<file path="src/acs_consts.vh">
`ifndef ACS_CONSTS_VH
`define ACS_CONSTS_VH
// Sample width and midcode (zero in two's complement)
`define ACS_SAMPLE_W 12
`define ACS_MIDCODE 12'h000
// Core identifiers and route codes
`define ACS_CORE_A 2'h0
`define ACS_CORE_B 2'h1
`define ACS_CORE_C 2'h2
`define ACS_CORE_NONE 2'h3
// Calibration step lengths in clock cycles (timing constants, defaults)
`define ACS_CORE_CAL_CYC 16'h0040
`define ACS_OFS_CAL_CYC 16'h0100
// Factory trim default (arbitrary neutral value)
`define ACS_TRIM_FACTORY 8'h80
`define ACS_TRIM_W 8
`define ACS_DLY_W 16
`define ACS_ONE_DLY 16'h0001
`endif

</file>
<file path="src/acs_step_timer.v">
`timescale 1ns/1ps
`include "acs_consts.vh"
// Down counter: load a length, pulses done when it expires
module acs_step_timer #(
   parameter W = 16
) (
   clk,
   sys_rst,
   load,
   length,
   done
);
   input wire clk;
   input wire sys_rst;
   input wire load;
   input wire [W-1:0] length;
   output wire done;
   reg [W-1:0] count;
   reg running;

   // Zero length still takes one cycle, so a step never collapses
   always @(posedge clk) begin
      if (sys_rst) begin
         count <= {W{1'b0}};
         running <= 1'b0;
      end else if (load) begin
         count <= (length == {W{1'b0}}) ? {W{1'b0}} : length - {{(W-1){1'b0}}, 1'b1};
         running <= 1'b1;
      end else if (running) begin
         if (count == {W{1'b0}}) begin
            running <= 1'b0;
         end else begin
            count <= count - {{(W-1){1'b0}}, 1'b1};
         end
      end
   end

   // Done does not look at load: the sequencer reloads on done, and gating would loop
   assign done = running && (count == {W{1'b0}});
endmodule

</file>
<file path="src/acs_trim_store.v">
`timescale 1ns/1ps
`include "acs_consts.vh"
// Offset trim store: 4 words (core A/B x input A/B), registered read
module acs_trim_store #(
   parameter W = 8,
   parameter N = 4,
   parameter AW = 2
) (
   clk,
   sys_rst,
   wr_en,
   wr_addr,
   wr_data,
   rd_addr,
   rd_data
);
   input wire clk;
   input wire sys_rst;
   input wire wr_en;
   input wire [AW-1:0] wr_addr;
   input wire [W-1:0] wr_data;
   input wire [AW-1:0] rd_addr;
   output reg [W-1:0] rd_data;
   reg [W-1:0] mem [0:N-1];
   integer i;

   // Reset reloads factory values, as at power-up
   always @(posedge clk) begin
      if (sys_rst) begin
         for (i = 0; i < N; i = i + 1) begin
            mem[i] <= `ACS_TRIM_FACTORY;
         end
         rd_data <= {W{1'b0}};
      end else begin
         if (wr_en) begin
            mem[wr_addr] <= wr_data;
         end
         rd_data <= mem[rd_addr];
      end
   end
endmodule

</file>
<file path="src/acs_cal_sequencer.v">
`timescale 1ns/1ps
`include "acs_consts.vh"
// Functional notes
// Foreground cal forces midcode, cores offline
// Six banks, two per core, three cores
// Dual: A->input_a, B->input_b; single: both same
// Background swaps core C for A or B
// Foreground cal runs after reset; host waits
// Trigger from pin or soft bit, selectable
// Host sets bg enable, pin select 0, soft 1
// Background rotates spare core without output gaps
// Low-power keeps offline core powered down
// Sleep delay paces automatic low-power wake
// Wake delay lets core settle before cal
// Switch select: automatic or host-paced switching
// Avoid low-power background in single-channel
// Foreground offset cal runs once per foreground
// Background offset cal runs each rotation
// Host sets fg offset enable before trigger
// Offset cal writes trims; host must not
// Host reads trims only after done flag
// Trims reset to factory values, host-writable
// Done flag clears at start, sets at end
module acs_cal_sequencer #(
   parameter CORE_CAL_CYC = `ACS_CORE_CAL_CYC,
   parameter OFS_CAL_CYC = `ACS_OFS_CAL_CYC
) (
   clk,
   sys_rst,
   calibration_trigger_pin,
   software_calibration_trigger,
   trigger_pin_select,
   background_calibration_enable,
   low_power_spare_enable,
   low_power_switch_select,
   spare_sleep_delay,
   spare_wake_settle_delay,
   foreground_offset_enable,
   background_offset_enable,
   single_channel,
   input_a,
   input_b,
   offset_estimate,
   trim_wr_en,
   trim_wr_addr,
   trim_wr_data,
   trim_rd_addr,
   trim_rd_data,
   sample_a,
   sample_b,
   foreground_complete_flag,
   foreground_busy,
   core_online,
   core_powered,
   core_in_cal,
   core_for_out_a,
   core_for_out_b,
   offset_correction_fg,
   offset_correction_bg,
   low_power_background_mode
);
   input wire clk;
   input wire sys_rst;
   input wire calibration_trigger_pin;
   input wire software_calibration_trigger;
   input wire trigger_pin_select;
   input wire background_calibration_enable;
   input wire low_power_spare_enable;
   input wire low_power_switch_select;
   input wire [`ACS_DLY_W-1:0] spare_sleep_delay;
   input wire [`ACS_DLY_W-1:0] spare_wake_settle_delay;
   input wire foreground_offset_enable;
   input wire background_offset_enable;
   input wire single_channel;
   input wire [`ACS_SAMPLE_W-1:0] input_a;
   input wire [`ACS_SAMPLE_W-1:0] input_b;
   input wire [`ACS_TRIM_W-1:0] offset_estimate;
   input wire trim_wr_en;
   input wire [1:0] trim_wr_addr;
   input wire [`ACS_TRIM_W-1:0] trim_wr_data;
   input wire [1:0] trim_rd_addr;
   output wire [`ACS_TRIM_W-1:0] trim_rd_data;
   output reg [`ACS_SAMPLE_W-1:0] sample_a;
   output reg [`ACS_SAMPLE_W-1:0] sample_b;
   output reg foreground_complete_flag;
   output wire foreground_busy;
   output reg [2:0] core_online;
   output reg [2:0] core_powered;
   output reg [2:0] core_in_cal;
   output reg [1:0] core_for_out_a;
   output reg [1:0] core_for_out_b;
   output wire offset_correction_fg;
   output wire offset_correction_bg;
   output wire low_power_background_mode;

   // Sequencer states
   localparam S_IDLE = 4'h0;
   localparam S_FG_CORES = 4'h1;
   localparam S_FG_OFS = 4'h2;
   localparam S_BG_SLEEP = 4'h3;
   localparam S_BG_WAKE = 4'h4;
   localparam S_BG_CAL = 4'h5;
   localparam S_BG_OFS = 4'h6;
   localparam S_BG_SWAP = 4'h7;
   localparam S_BG_WAIT = 4'h8;

   reg [3:0] state;
   reg [3:0] next_state;
   reg [1:0] spare;
   reg [1:0] ofs_idx;
   reg trig_prev;
   reg boot_load;
   reg tmr_load;
   reg [`ACS_DLY_W-1:0] tmr_len;
   wire tmr_done;
   wire trig_src;
   wire trig_edge;
   wire ofs_wr;
   wire [1:0] ofs_addr;
   wire bg_on;
   wire lp_on;
   wire [1:0] next_spare;

   acs_step_timer #(.W(`ACS_DLY_W)) u_timer (
      .clk(clk),
      .sys_rst(sys_rst),
      .load(tmr_load),
      .length(tmr_len),
      .done(tmr_done)
   );

   // Offset cal owns the trim write port while it runs; host writes are
   // dropped then, so a stray host write cannot corrupt a fresh estimate
   assign ofs_wr = ((state == S_FG_OFS) || (state == S_BG_OFS)) && tmr_done;
   assign ofs_addr = ofs_idx;

   acs_trim_store #(.W(`ACS_TRIM_W), .N(4), .AW(2)) u_trim (
      .clk(clk),
      .sys_rst(sys_rst),
      .wr_en(ofs_wr | (trim_wr_en & ~offset_correction_fg & ~offset_correction_bg)),
      .wr_addr(ofs_wr ? ofs_addr : trim_wr_addr),
      .wr_data(ofs_wr ? offset_estimate : trim_wr_data),
      .rd_addr(trim_rd_addr),
      .rd_data(trim_rd_data)
   );

   // Trigger source selection and rising-edge detect
   assign trig_src = trigger_pin_select ? calibration_trigger_pin
                                        : software_calibration_trigger;
   assign trig_edge = trig_src && !trig_prev;
   assign bg_on = background_calibration_enable && !trigger_pin_select;
   assign lp_on = bg_on && low_power_spare_enable;
   assign low_power_background_mode = lp_on;
   // Fixed order C, A, B brings every core back for calibration in turn
   assign next_spare = (spare == `ACS_CORE_C) ? `ACS_CORE_A :
                       (spare == `ACS_CORE_A) ? `ACS_CORE_B : `ACS_CORE_C;
   assign foreground_busy = (state == S_FG_CORES) || (state == S_FG_OFS);
   assign offset_correction_fg = foreground_offset_enable && foreground_busy;
   assign offset_correction_bg = background_offset_enable && bg_on && (state != S_IDLE)
                                 && !foreground_busy;

   // Next-state logic and timer loads
   always @* begin
      next_state = state;
      tmr_load = 1'b0;
      tmr_len = `ACS_ONE_DLY;
      case (state)
         S_IDLE: begin
            if (trig_edge && !bg_on) begin
               next_state = S_FG_CORES;
               tmr_load = 1'b1;
               tmr_len = CORE_CAL_CYC[`ACS_DLY_W-1:0];
            end else if (bg_on) begin
               next_state = lp_on ? S_BG_SLEEP : S_BG_CAL;
               tmr_load = 1'b1;
               tmr_len = lp_on ? spare_sleep_delay : CORE_CAL_CYC[`ACS_DLY_W-1:0];
            end
         end
         S_FG_CORES: begin
            if (boot_load) begin
               // Reset enters here with no timer running; the boot cycle counts as one
               tmr_load = 1'b1;
               tmr_len = CORE_CAL_CYC[`ACS_DLY_W-1:0] - `ACS_ONE_DLY;
            end else if (tmr_done) begin
               if (foreground_offset_enable) begin
                  next_state = S_FG_OFS;
                  tmr_load = 1'b1;
                  tmr_len = OFS_CAL_CYC[`ACS_DLY_W-1:0];
               end else begin
                  next_state = S_IDLE;
               end
            end
         end
         S_FG_OFS: begin
            if (tmr_done && ofs_idx == 2'h3) begin
               next_state = S_IDLE;
            end else if (tmr_done) begin
               tmr_load = 1'b1;
               tmr_len = OFS_CAL_CYC[`ACS_DLY_W-1:0];
            end
         end
         S_BG_SLEEP: begin
            // Host-paced switching waits for a trigger instead of the delay
            if (!lp_on) begin
               next_state = S_IDLE;
            end else if (low_power_switch_select ? trig_edge : tmr_done) begin
               next_state = S_BG_WAKE;
               tmr_load = 1'b1;
               tmr_len = spare_wake_settle_delay;
            end
         end
         S_BG_WAKE: begin
            if (tmr_done) begin
               next_state = S_BG_CAL;
               tmr_load = 1'b1;
               tmr_len = CORE_CAL_CYC[`ACS_DLY_W-1:0];
            end
         end
         S_BG_CAL: begin
            if (tmr_done) begin
               next_state = background_offset_enable ? S_BG_OFS : S_BG_SWAP;
               tmr_load = background_offset_enable;
               tmr_len = OFS_CAL_CYC[`ACS_DLY_W-1:0];
            end
         end
         S_BG_OFS: begin
            if (tmr_done) begin
               next_state = S_BG_SWAP;
            end
         end
         S_BG_SWAP: begin
            next_state = S_BG_WAIT;
         end
         S_BG_WAIT: begin
            // Rotation ends only between swaps so output is never left uncovered
            if (!bg_on) begin
               next_state = S_IDLE;
            end else begin
               next_state = lp_on ? S_BG_SLEEP : S_BG_CAL;
               tmr_load = 1'b1;
               tmr_len = lp_on ? spare_sleep_delay : CORE_CAL_CYC[`ACS_DLY_W-1:0];
            end
         end
         default: begin
            next_state = S_IDLE;
         end
      endcase
   end

   // State, spare rotation and done flag; reset starts a foreground cal
   always @(posedge clk) begin
      if (sys_rst) begin
         state <= S_FG_CORES;
         trig_prev <= 1'b0;
         boot_load <= 1'b1;
         spare <= `ACS_CORE_C;
         core_for_out_a <= `ACS_CORE_A;
         core_for_out_b <= `ACS_CORE_B;
         ofs_idx <= 2'h0;
         foreground_complete_flag <= 1'b0;
      end else begin
         state <= next_state;
         trig_prev <= trig_src;
         boot_load <= 1'b0;
         if (state == S_IDLE && next_state == S_FG_CORES) begin
            foreground_complete_flag <= 1'b0;
         end else if (foreground_busy && next_state == S_IDLE) begin
            foreground_complete_flag <= 1'b1;
         end
         if (next_state == S_FG_OFS && state == S_FG_CORES) begin
            ofs_idx <= 2'h0;
         end else if (state == S_FG_OFS && tmr_done) begin
            ofs_idx <= ofs_idx + 2'h1;
         end else if (state == S_BG_CAL) begin
            // Background offset always trims an odd word: spare never equals core_for_out_a, so the low index bit is 1
            ofs_idx <= {(spare == `ACS_CORE_B), (core_for_out_a == spare) ? 1'b0 : 1'b1};
         end
         // Spare takes the output of the core next in turn, which becomes the spare;
         // no core is left parked on an output forever
         if (state == S_BG_SWAP) begin
            if (core_for_out_a == next_spare) begin
               core_for_out_a <= spare;
            end else begin
               core_for_out_b <= spare;
            end
            spare <= next_spare;
         end else if (state == S_IDLE && !bg_on) begin
            spare <= `ACS_CORE_C;
            core_for_out_a <= `ACS_CORE_A;
            core_for_out_b <= `ACS_CORE_B;
         end
      end
   end

   // Core status: online, powered and calibrating (two banks per core)
   always @(posedge clk) begin
      if (sys_rst) begin
         core_online <= 3'h0;
         core_powered <= 3'h7;
         core_in_cal <= 3'h7;
      end else begin
         core_online <= 3'h0;
         core_in_cal <= 3'h0;
         core_powered <= 3'h7;
         if (foreground_busy) begin
            core_in_cal <= 3'h3;
         end else begin
            core_online[core_for_out_a] <= 1'b1;
            core_online[core_for_out_b] <= 1'b1;
            if (state == S_BG_CAL || state == S_BG_OFS) begin
               core_in_cal[spare] <= 1'b1;
            end
            if (state == S_BG_SLEEP) begin
               core_powered[spare] <= 1'b0;
            end
            if (!bg_on) begin
               core_powered[`ACS_CORE_C] <= 1'b0;
            end
         end
      end
   end

   // Output data: midcode during foreground, else routed by channel mode
   always @(posedge clk) begin
      if (sys_rst) begin
         sample_a <= `ACS_MIDCODE;
         sample_b <= `ACS_MIDCODE;
      end else if (foreground_busy) begin
         sample_a <= `ACS_MIDCODE;
         sample_b <= `ACS_MIDCODE;
      end else begin
         sample_a <= input_a;
         sample_b <= single_channel ? input_a : input_b;
      end
   end
endmodule

</file>
<file path="config.mk">
export PLATFORM = sky130hd
export DESIGN_NAME = acs_cal_sequencer
export DESIGN_NICKNAME = d
export VERILOG_FILES = /design/src/acs_step_timer.v /design/src/acs_trim_store.v /design/src/acs_cal_sequencer.v
export VERILOG_INCLUDE_DIRS = /design/src
export SDC_FILE = /design/constraint.sdc
export NUM_CORES = 1
export LEC_CHECK = 0
export ABC_CLOCK_PERIOD_IN_PS = 3280
export BUFFER_PORTS_ARGS = -buffer_cell sky130_fd_sc_hd__buf_2
export CAP_MARGIN = 10
export CELL_PAD_IN_SITES_DETAIL_PLACEMENT = 1
export CELL_PAD_IN_SITES_GLOBAL_PLACEMENT = 1
export CORE_ASPECT_RATIO = 0.7
export CORE_MARGIN = 1.5
export CORE_UTILIZATION = 36
export DETAILED_ROUTE_END_ITERATION = 10
export PLACE_DENSITY_LB_ADDON = 0.2
export SETUP_SLACK_MARGIN = 0.4
export SKIP_CTS_REPAIR_TIMING = 1
export SLEW_MARGIN = 20
export SYNTH_ARGS = -nofsm -noshare
export SYNTH_HDL_FRONTEND = slang
export SYNTH_SLANG_ARGS = --single-unit
</file>
<file path="constraint.sdc">
create_clock -name clk -period 3.28 [get_ports clk]
set_input_delay 0.492 -clock clk [delete_from_list [all_inputs] [get_ports clk]]
set_output_delay 0.492 -clock clk [all_outputs]
set_load 0.02 [all_outputs]
</file>
==> impl_metrics.yaml, run 1 <==
sta:
  worstMarginPinSlew_ns: 0.906
  max_freq_mhz: 318
  fin_crit_ns: 3.14
  setup_viol: 0
  rsz0062_at_grt: "true"
  finClkSkew_ns: 0.0128
  hold_slack_ns: 0.359
  finalHoldViolations: 0
  finalCritPeriodShare_pct: 95.9
  slew_headroom_pct: 39.4
  maxSlewViolCount: 0
grt:
  grt_pass1_vias: 5530
  grt_use_total_pct: 23.3
  grt_pass1_wl_um: 29400
  overflow: 0
  grt_max_degree: 31
  antenna_found_initial: 0
place:
  gp_congestion: 0.883
  port_buffers: 137
  placedCellCount: 956
  hpwl_um: 14300
synth:
  synth-main-ff-cell: "dfxtp_1"
  synth.avg_cell_area_um2: 9.06
  netlist_area_um2: 5560
  ys_async_sr_fraction_pct: 0
  netlist-cell-type-count: 70
  synth_seq_cells: 105
  syn_nets: 707
  yosys_warnings: 0
  synth_edf_count: 32
  yosysSeqAreaShare_pct: 43.6
  syn-instance-count: 614
worst_setup_path:
  path_cells: "inv_4 -> ha_4 -> and4bb_2 -> nand4_4 -> o21a_1 -> nor4_4 -> ha_2 -> nand3_2 -> a21o_4 -> nor4b_4 -> nand3_1 -> xor2_1 -> a2bb2oi_1 -> nor3_1"
  critPathRequiredTime_ns: 3.48
  worst_setup_path_start_kind: "register"
  cpMaxStageDelayCell: "nor4_4"
  arrival_ns: 3.34
  crit_start: "u_timer.count[0]"
  reg2reg_slack_ns: 0.14
  path_class: "register to register"
  timing.rr.start: "u_timer.count[0]"
  end_kind: "register"
  rr_endpoint: "u_timer.count[14]"
  worstPathMaxFanout: 5
  slowest_delay_ns: 0.41
  r2r_cells: 14
finish:
  nNetsFinal: 877
  antenna_cells: 0
  layout-area-overhead-vs-synth_pct: 31.0
  drive_above_1_share_pct: 34.6
  fin_cells: 984
power:
  pwr-share-clk_pct: 20.5
  cellLeakagePower_nw: 3.08
  seqPwrFrac_pct: 32.7
  internal_power_w: 0.00310
  power.share.combinational_pct: 46.8
  powerDensity_nw_per_um2: 708
  switching_share_pct: 39.9
  ir_drop_mv: 0.293
  p_sw_w: 0.00206
floorplanning:
  die_h_um: 107
  ioPinCount: 138
  coreArea_um2: 14900
  fp-row-count: 37
  start_util_pct: 37.3
  die_area_um2: 16200
  chipWidth_um: 152
cts:
  clock-sinks: 105
  clk_path_buf_depth: 2
  clk_latency_ns: 0.35
  clk_pin_slew_ns: 0.07
  htree_levels: 3
  cts_root_buffer: "clkbuf_16"
  cts_tree: "built"
  cts_buffers: 9
routing:
  firstDrtPassIters: 5
  routed_wl_um: 18600
  antenna_left: 0
  drt_iter0_drc: 391
  vias_per_cell: 5.54
  drc_errors: 0
  routed-via-count: 5453
  wl_per_cell_um: 18.9
status:
  status: "complete, no violations"
hold_path:
  min_path_cells: 2
  min_to: "sample_a[10]"
  hold_start: "input_a[10]"
  hold_class: "primary input to register"
job:
  cap_violations: 0
-- worst max path at each step --
stage                                    to  depth (start not counted)
after global routing      u_timer.count[14]                         14
final                     u_timer.count[14]                         14
after detailed placement  u_timer.count[14]                         13
after CTS                 u_timer.count[14]                         14
after global placement    u_timer.count[14]                         13
after floorplan           u_timer.count[14]                         13
-- Yosys cell counts (all sizes together) (5+ instances only) --
master / number / area share [%]
a21o: 5 / 0.68
a21oi: 29 / 2.6
a22oi: 12 / 1.6
a31oi: 5 / 0.56
a32oi: 6 / 0.95
and2: 26 / 2.9
clkbuf: 25 / 1.7
dfxtp: 73 / 26
edfxtp: 32 / 17
ha: 5 / 1.1
inv: 16 / 1.1
mux2i: 24 / 4.3
mux4: 8 / 3.2
nand2: 45 / 3.0
nand2b: 11 / 1.2
nand3: 17 / 1.5
nand4: 9 / 1.4
nor2: 97 / 6.7
nor3: 35 / 3.2
nor4: 10 / 2.0
o21ai: 32 / 2.9
o31ai: 5 / 0.68
xnor2: 12 / 1.9
xor2: 7 / 1.1
-- power by group through the flow --
stage	Clock (W)	Combinational (W)	Sequential, W
floorplan	0	0.00132	0.00176
global placement	0	0.00212	0.00168
detailed placement	0	0.00216	0.00169
CTS	0.00108	0.00217	0.00167
global route	0.00114	0.00261	0.00171
finish	0.00106	0.00242	0.00169
-- worst max-delay path: cells and delay by family (launching register included) --
family                   cells  cell delay (ns)
AND/OR/NAND/NOR              7             1.42
adder cells (fa/ha/maj)      2             0.39
XOR/XNOR                     1             0.18
flip-flops                   1             0.37
AO/OA/AOI/OAI                3             0.59
buffers and inverters        1             0.07
-- sequential cells by signal, indices dropped and copies added (netlist names) --
register / count
core_in_cal: 3
core_powered: 3
u_trim.rd_data: 8
trig_prev: 1
core_online: 3
u_trim.mem: 32
core_for_out_a: 2
u_timer.running: 1
ofs_addr: 2
foreground_complete_flag: 1
sample_b: 12
u_timer.count: 16
sample_a: 12
spare: 2
state: 4
boot_load: 1
core_for_out_b: 2
-- layout by cell type, fill, tap and decap left out, drive strengths merged, types with 3 or more instances in the layout --
master	count
xnor2	12
a21oi	29
clkinvlp	3
xor2	7
nand4	9
nor3b	4
edfxtp	32
nor3	35
buf	188
a22oi	12
a21o	5
nor2b	3
nand2b	11
nor2	97
a31oi	5
o22ai	3
a32oi	6
or3	4
nor4	10
mux2i	24
nand2	45
nand3	17
dfxtp	73
ha	5
o21ai	32
mux4	8
o31ai	5
inv	19
and2	26
o211ai	3
or4	4
clkbuf	9
-- layout make-up --
| type | instances | area [um2] |
|---|---|---|
| Sequential cell | 105 | 2440 |
| Timing Repair Buffer | 188 | 1100 |
| Tap cell | 195 | 244 |
| Fill cell | 1797 | 7620 |
| Inverter | 16 | 62.6 |
| Clock inverter | 7 | 65.1 |
| Multi-Input combinational cell | 464 | 3140 |
| Clock buffer | 9 | 225 |
-- per-stage QoR --
stage	cell area (um2)	power, W	TNS (ns)	worst slack [ns]	utilization [%]
2_1_floorplan	5630	0.00308	0	0.335	-
3_3_place_gp	6760	0.00380	0	0.0391	45.3
3_5_place_dp	6760	0.00385	-0.350	-0.150	45.3
4_1_cts	7050	0.00492	-0.0115	-0.0115	47.3
5_1_grt	7290	0.00545	0	0.0508	48.9
6_report	7290	0.00516	0	0.136	48.9
-- logic make-up (layout without fill, tap and decap cells) --
kind of cell	Yosys count	count (layout)	share of synthesized area, %
AND/OR/NAND/NOR	280	280	26.1
AO/OA/AOI/OAI	127	127	15.3
flip-flops	105	105	43.6
buffers and inverters	45	220	3.11
multiplexers	33	33	7.76
XOR/XNOR	19	19	2.99
adder cells (fa/ha/maj)	5	5	1.13
-- routing by layer --
layer | wire, um | vias up | share of wire [%] | GRT usage (%)
met5 | 0 | - | 0 | 0
met4 | 146 | 0 | 0.78 | 4.81
met3 | 656 | 14 | 3.5 | 4.09
met2 | 8950 | 115 | 48 | 37.3
met1 | 8860 | 2742 | 48 | 33.0
li1 | - | 2582 | - | -
Power figures use the tool's default switching activity.
==> run 2, diff against run 1 <==
Settings changed: CAP_MARGIN 10 to 20, MAX_ROUTING_LAYER set to met4, REMOVE_ABC_BUFFERS set to 1.
==> run 2 against run 1 <==
Compared with the run above: utilization increased by 0.85 points; total power increased by 3.4%; register-to-register slack improved by 0.10 ns; fmax increased by 3.4%; sequential share of layout area decreased by 0.47 points; worst setup slack improved by 0.10 ns; clock power increased by 9%; sequential power about the same; critical path type unchanged; largest cell class unchanged; highest routed layer unchanged.
==> impl_metrics.yaml, run 2 (same netlist as run 1, synthesis figures left out) <==
worst_setup_path:
  path_class: "register to register"
  worst_setup_path_start_kind: "register"
  timing.rr.start: "u_timer.count[6]"
  rr_endpoint: "u_timer.count[4]"
  r2r_cells: 12
  critPathRequiredTime_ns: 3.55
  reg2reg_slack_ns: 0.24
  arrival_ns: 3.32
  end_kind: "register"
  worstPathMaxFanout: 11
cts:
  clock-sinks: 105
  htree_levels: 3
  cts_tree: "built"
  cts_buffers: 9
  clk_latency_ns: 0.35
  clk_pin_slew_ns: 0.08
  clk_path_buf_depth: 2
  cts_root_buffer: "clkbuf_16"
routing:
  routed-via-count: 5493
  drt_iter0_drc: 300
  wirelength_met1_um: 9480
  antenna_left: 0
  routed_wl_um: 19600
  drc_errors: 0
  wl_met2_um: 8700
  wl_met3_um: 1280
  vias_per_cell: 5.52
  wl_per_cell_um: 19.7
  top_layer_used: "met4"
  firstDrtPassIters: 4
status:
  status: "complete, no violations"
place:
  hpwl_um: 14800
  port_buffers: 137
  placedCellCount: 968
  dp_slack_ns: -0.00636
  gp_congestion: 0.905
sta:
  finalHoldViolations: 0
  rsz0062_at_grt: "true"
  hold_slack_ns: 0.354
  max_freq_mhz: 329
  fin_crit_ns: 3.04
  finalWorstSetupSlack_ns: 0.238
  finalSetupTns_ns: 0
  finClkSkew_ns: 0.0125
  maxSlewViolCount: 0
  slew_headroom_pct: 35.7
  finalCritPeriodShare_pct: 92.7
  setup_viol: 0
  worstMarginPinSlew_ns: 0.960
hold_path:
  hold_start: "input_a[6]"
  min_path_cells: 2
  min_to: "sample_a[6]"
  hold_class: "primary input to register"
finish:
  drive_above_1_share_pct: 35.5
  layout-area-overhead-vs-synth_pct: 33.3
  nNetsFinal: 889
  fin_util_pct: 49.7
  fin_cells: 996
  fillers: 1783
  top_register: "u_trim.mem"
  antenna_cells: 0
  layout_commonest_cell: "buf_2"
  largest_register_ffs: 32
  layout_common_cells: "137 x buf_2, 95 x nor2_1, 60 x buf_4"
  top_regs: "u_trim.mem (32), u_timer.count (16)"
floorplanning:
  ioPinCount: 138
  die_h_um: 107
  chipWidth_um: 152
  fp-row-count: 37
  start_util_pct: 37.3
  coreArea_um2: 14900
  die_area_um2: 16200
grt:
  grt_pass1_vias: 5508
  antenna_found_initial: 0
  overflow: 0
  grt_use_total_pct: 24.7
  grt_max_degree: 30
  grt_pass1_wl_um: 29800
power:
  powerDensity_nw_per_um2: 720
  cellLeakagePower_nw: 3.17
  ir_drop_mv: 0.321
job:
  cap_violations: 0
-- run 2: stage by stage --
| stage | area, um2 | power [W] |
|---|---|---|
| 4_1_cts | 7120 | 0.00498 |
| 6_report | 7410 | 0.00534 |
| 3_3_place_gp | 6800 | 0.00377 |
| 3_5_place_dp | 6800 | 0.00380 |
| 2_1_floorplan | 5450 | 0.00293 |
| 5_1_grt | 7410 | 0.00563 |
-- run 2: worst max-delay path by stage --
stage                       start                 to  slack (ns)  depth (start not counted)
6_report         u_timer.count[6]   u_timer.count[4]        0.24                         12
2_1_floorplan    u_timer.count[0]   u_timer.count[9]       -0.51                          9
5_1_grt         u_timer.count[12]   u_timer.count[9]        0.13                         12
3_5_place_dp   trigger_pin_select  u_timer.count[14]      -0.006                         14
3_3_place_gp   trigger_pin_select  u_timer.count[14]        0.06                         14
4_1_cts          u_timer.count[7]  u_timer.count[10]        0.15                         13
-- run 2: report_power, final --
group / switching [W] / internal, W
sequential: 0.000158 / 0.00152
clock: 0.000545 / 0.000617
combinational: 0.00140 / 0.00110
total: 0.00210 / 0.00324
-- run 2: cell type report --
class,count,area [um2],share of cell area (%)
multi-input combinational,464,3140,42.3
sequential,105,2450,33.1
timing repair buffer,200,1200,16.2
tap,195,244,3.29
clock buffer,9,225,3.04
clock inverter,7,95.1,1.28
inverter,16,60.1,0.810
-- run 2: layer usage --
metal / global-route usage, % / up-vias
met5: - / -
met4: 3.85 / 0
met3: 4.98 / 9
met2: 36.6 / 153
met1: 35.5 / 2713
li1: - / 2618
-- run 2: critical path: stages, from the launching register on --
cell	delay (ns)
dfxtp_4	0.37
or4_4	0.57
nor4_4	0.24
buf_4	0.19
a41o_4	0.25
buf_12	0.15
o41ai_1	0.11
nand3_1	0.19
and3b_2	0.26
nor2_4	0.20
clkbuf_16	0.20
a32oi_1	0.05
nor3_1	0.17
==> run 3, diff against run 2 <==
Settings changed: CELL_PAD_IN_SITES_GLOBAL_PLACEMENT 1 to 2, CORE_UTILIZATION 36 to 29.
==> run 3 against run 2 <==
Compared with the run above: non-clock buffer count grew 16; clock skew shrank 0.00073 ns; largest cell class unchanged; fmax grew 1.0%; critical endpoint is now u_timer.count[9].
==> impl_metrics.yaml, run 3 (same netlist as run 1, synthesis figures left out) <==
sta:
  fin_crit_ns: 3.01
  finalSetupTns_ns: 0
  setup_viol: 0
  finClkSkew_ns: 0.0117
  max_freq_mhz: 332
  maxSlewViolCount: 0
  finalCritPeriodShare_pct: 91.8
  rsz0062_at_grt: "true"
  hold_slack_ns: 0.350
  slew_headroom_pct: 40.5
  finalHoldViolations: 0
  worstMarginPinSlew_ns: 0.888
finish:
  drive_above_1_share_pct: 36.7
  antenna_cells: 0
  fin_cells: 1059
  largest_register_ffs: 32
  layout_commonest_cell: "buf_2"
  fillers: 2186
  top_register: "u_trim.mem"
  top_regs: "u_trim.mem (32), u_timer.count (16)"
  nNetsFinal: 905
  layout_common_cells: "137 x buf_2, 95 x nor2_1, 74 x buf_4"
  register_area_um2: 2450
  layout-area-overhead-vs-synth_pct: 37.2
  multi_input_area_um2: 3180
worst_setup_path:
  arrival_ns: 3.29
  r2r_cells: 13
  rr_endpoint: "u_timer.count[9]"
  worst_setup_path_start_kind: "register"
  path_class: "register to register"
  reg2reg_slack_ns: 0.27
  critPathRequiredTime_ns: 3.56
  timing.rr.start: "u_timer.count[10]"
  crit_start: "u_timer.count[10]"
  worstPathMaxFanout: 6
  end_kind: "register"
floorplanning:
  fp-row-count: 42
  coreArea_um2: 18900
  ioPinCount: 138
  chipWidth_um: 169
  start_util_pct: 29.5
  die_h_um: 119
  die_area_um2: 20000
power:
  powerDensity_nw_per_um2: 713
  cellLeakagePower_nw: 3.24
  ir_drop_mv: 0.234
place:
  port_buffers: 137
  gp_congestion: 0.868
  placedCellCount: 1028
  hpwl_um: 15500
hold_path:
  min_to: "sample_a[6]"
  hold_start: "input_a[6]"
  min_path_cells: 2
  hold_class: "primary input to register"
cts:
  cts_tree: "built"
  clk_path_buf_depth: 2
  clock-sinks: 105
  clk_latency_ns: 0.36
  cts_buffers: 9
  clk_pin_slew_ns: 0.08
  cts_root_buffer: "clkbuf_16"
  htree_levels: 3
routing:
  firstDrtPassIters: 5
  antenna_left: 0
  vias_per_cell: 5.17
  routed-via-count: 5470
  routed_wl_um: 19900
  wl_per_cell_um: 18.8
  drt_iter0_drc: 352
  drc_errors: 0
grt:
  antenna_found_initial: 0
  grt_max_degree: 22
  grt_pass1_wl_um: 30700
  grt_use_total_pct: 20.5
  overflow: 0
  grt_pass1_vias: 5490
job:
  cap_violations: 0
status:
  status: "complete, no violations"
-- run 3: per-stage QoR --
stage	instance area, um2	worst slack, ns	power [W]	utilization [%]
2_1_floorplan	5450	-0.512	0.00293	-
3_3_place_gp	6950	-0.133	0.00390	36.9
3_5_place_dp	6950	-0.248	0.00394	36.9
4_1_cts	7270	-0.0309	0.00513	38.6
5_1_grt	7630	0.103	0.00577	40.4
6_report	7630	0.269	0.00544	40.4
-- run 3: how the worst max path moves through the flow --
stage,end,slack [ns],cells after the start
floorplan,u_timer.count[9],-0.51,9
global placement,u_timer.count[14],-0.13,14
detailed placement,u_timer.count[14],-0.25,14
CTS,u_timer.count[14],-0.03,16
global route,u_timer.count[14],0.10,15
finish,u_timer.count[9],0.27,13
-- run 3: area by class of cell --
cell class	instances	area share, %
multi-input combinational	464	41.7
timing repair buffer	216	17.2
inverter	16	0.787
clock buffer	9	2.95
tap	242	3.97
sequential	105	32.1
clock inverter	7	1.25
-- run 3: per-layer routing --
| layer | vias to the layer above | track usage, % | wire (um) |
|---|---|---|---|
| met5 | - | - | 0 |
| met2 | 128 | 29.2 | 8510 |
| li1 | 2639 | - | - |
| met4 | 0 | 3.40 | 165 |
| met3 | 9 | 4.49 | 961 |
| met1 | 2694 | 29.9 | 10300 |
-- run 3: report_power, final --
part | internal [W] | switching, W | total [W]
Combinational | 0.00118 | 0.00141 | 0.00259
Clock | 0.000616 | 0.000558 | 0.00117
Sequential | 0.00152 | 0.000157 | 0.00168
-- run 3: worst max-delay path: stages (launching register included) --
cell and delay (ns):
dfxtp_4 0.36, or4_4 0.56, nor4_4 0.29, buf_4 0.17, a41o_4 0.25, a21oi_4 0.09, ha_4 0.17, o2111ai_4 0.10
nor2_2 0.08, and3b_2 0.23, nor2_4 0.24, buf_4 0.16, a21oi_1 0.05, nor3_1 0.16
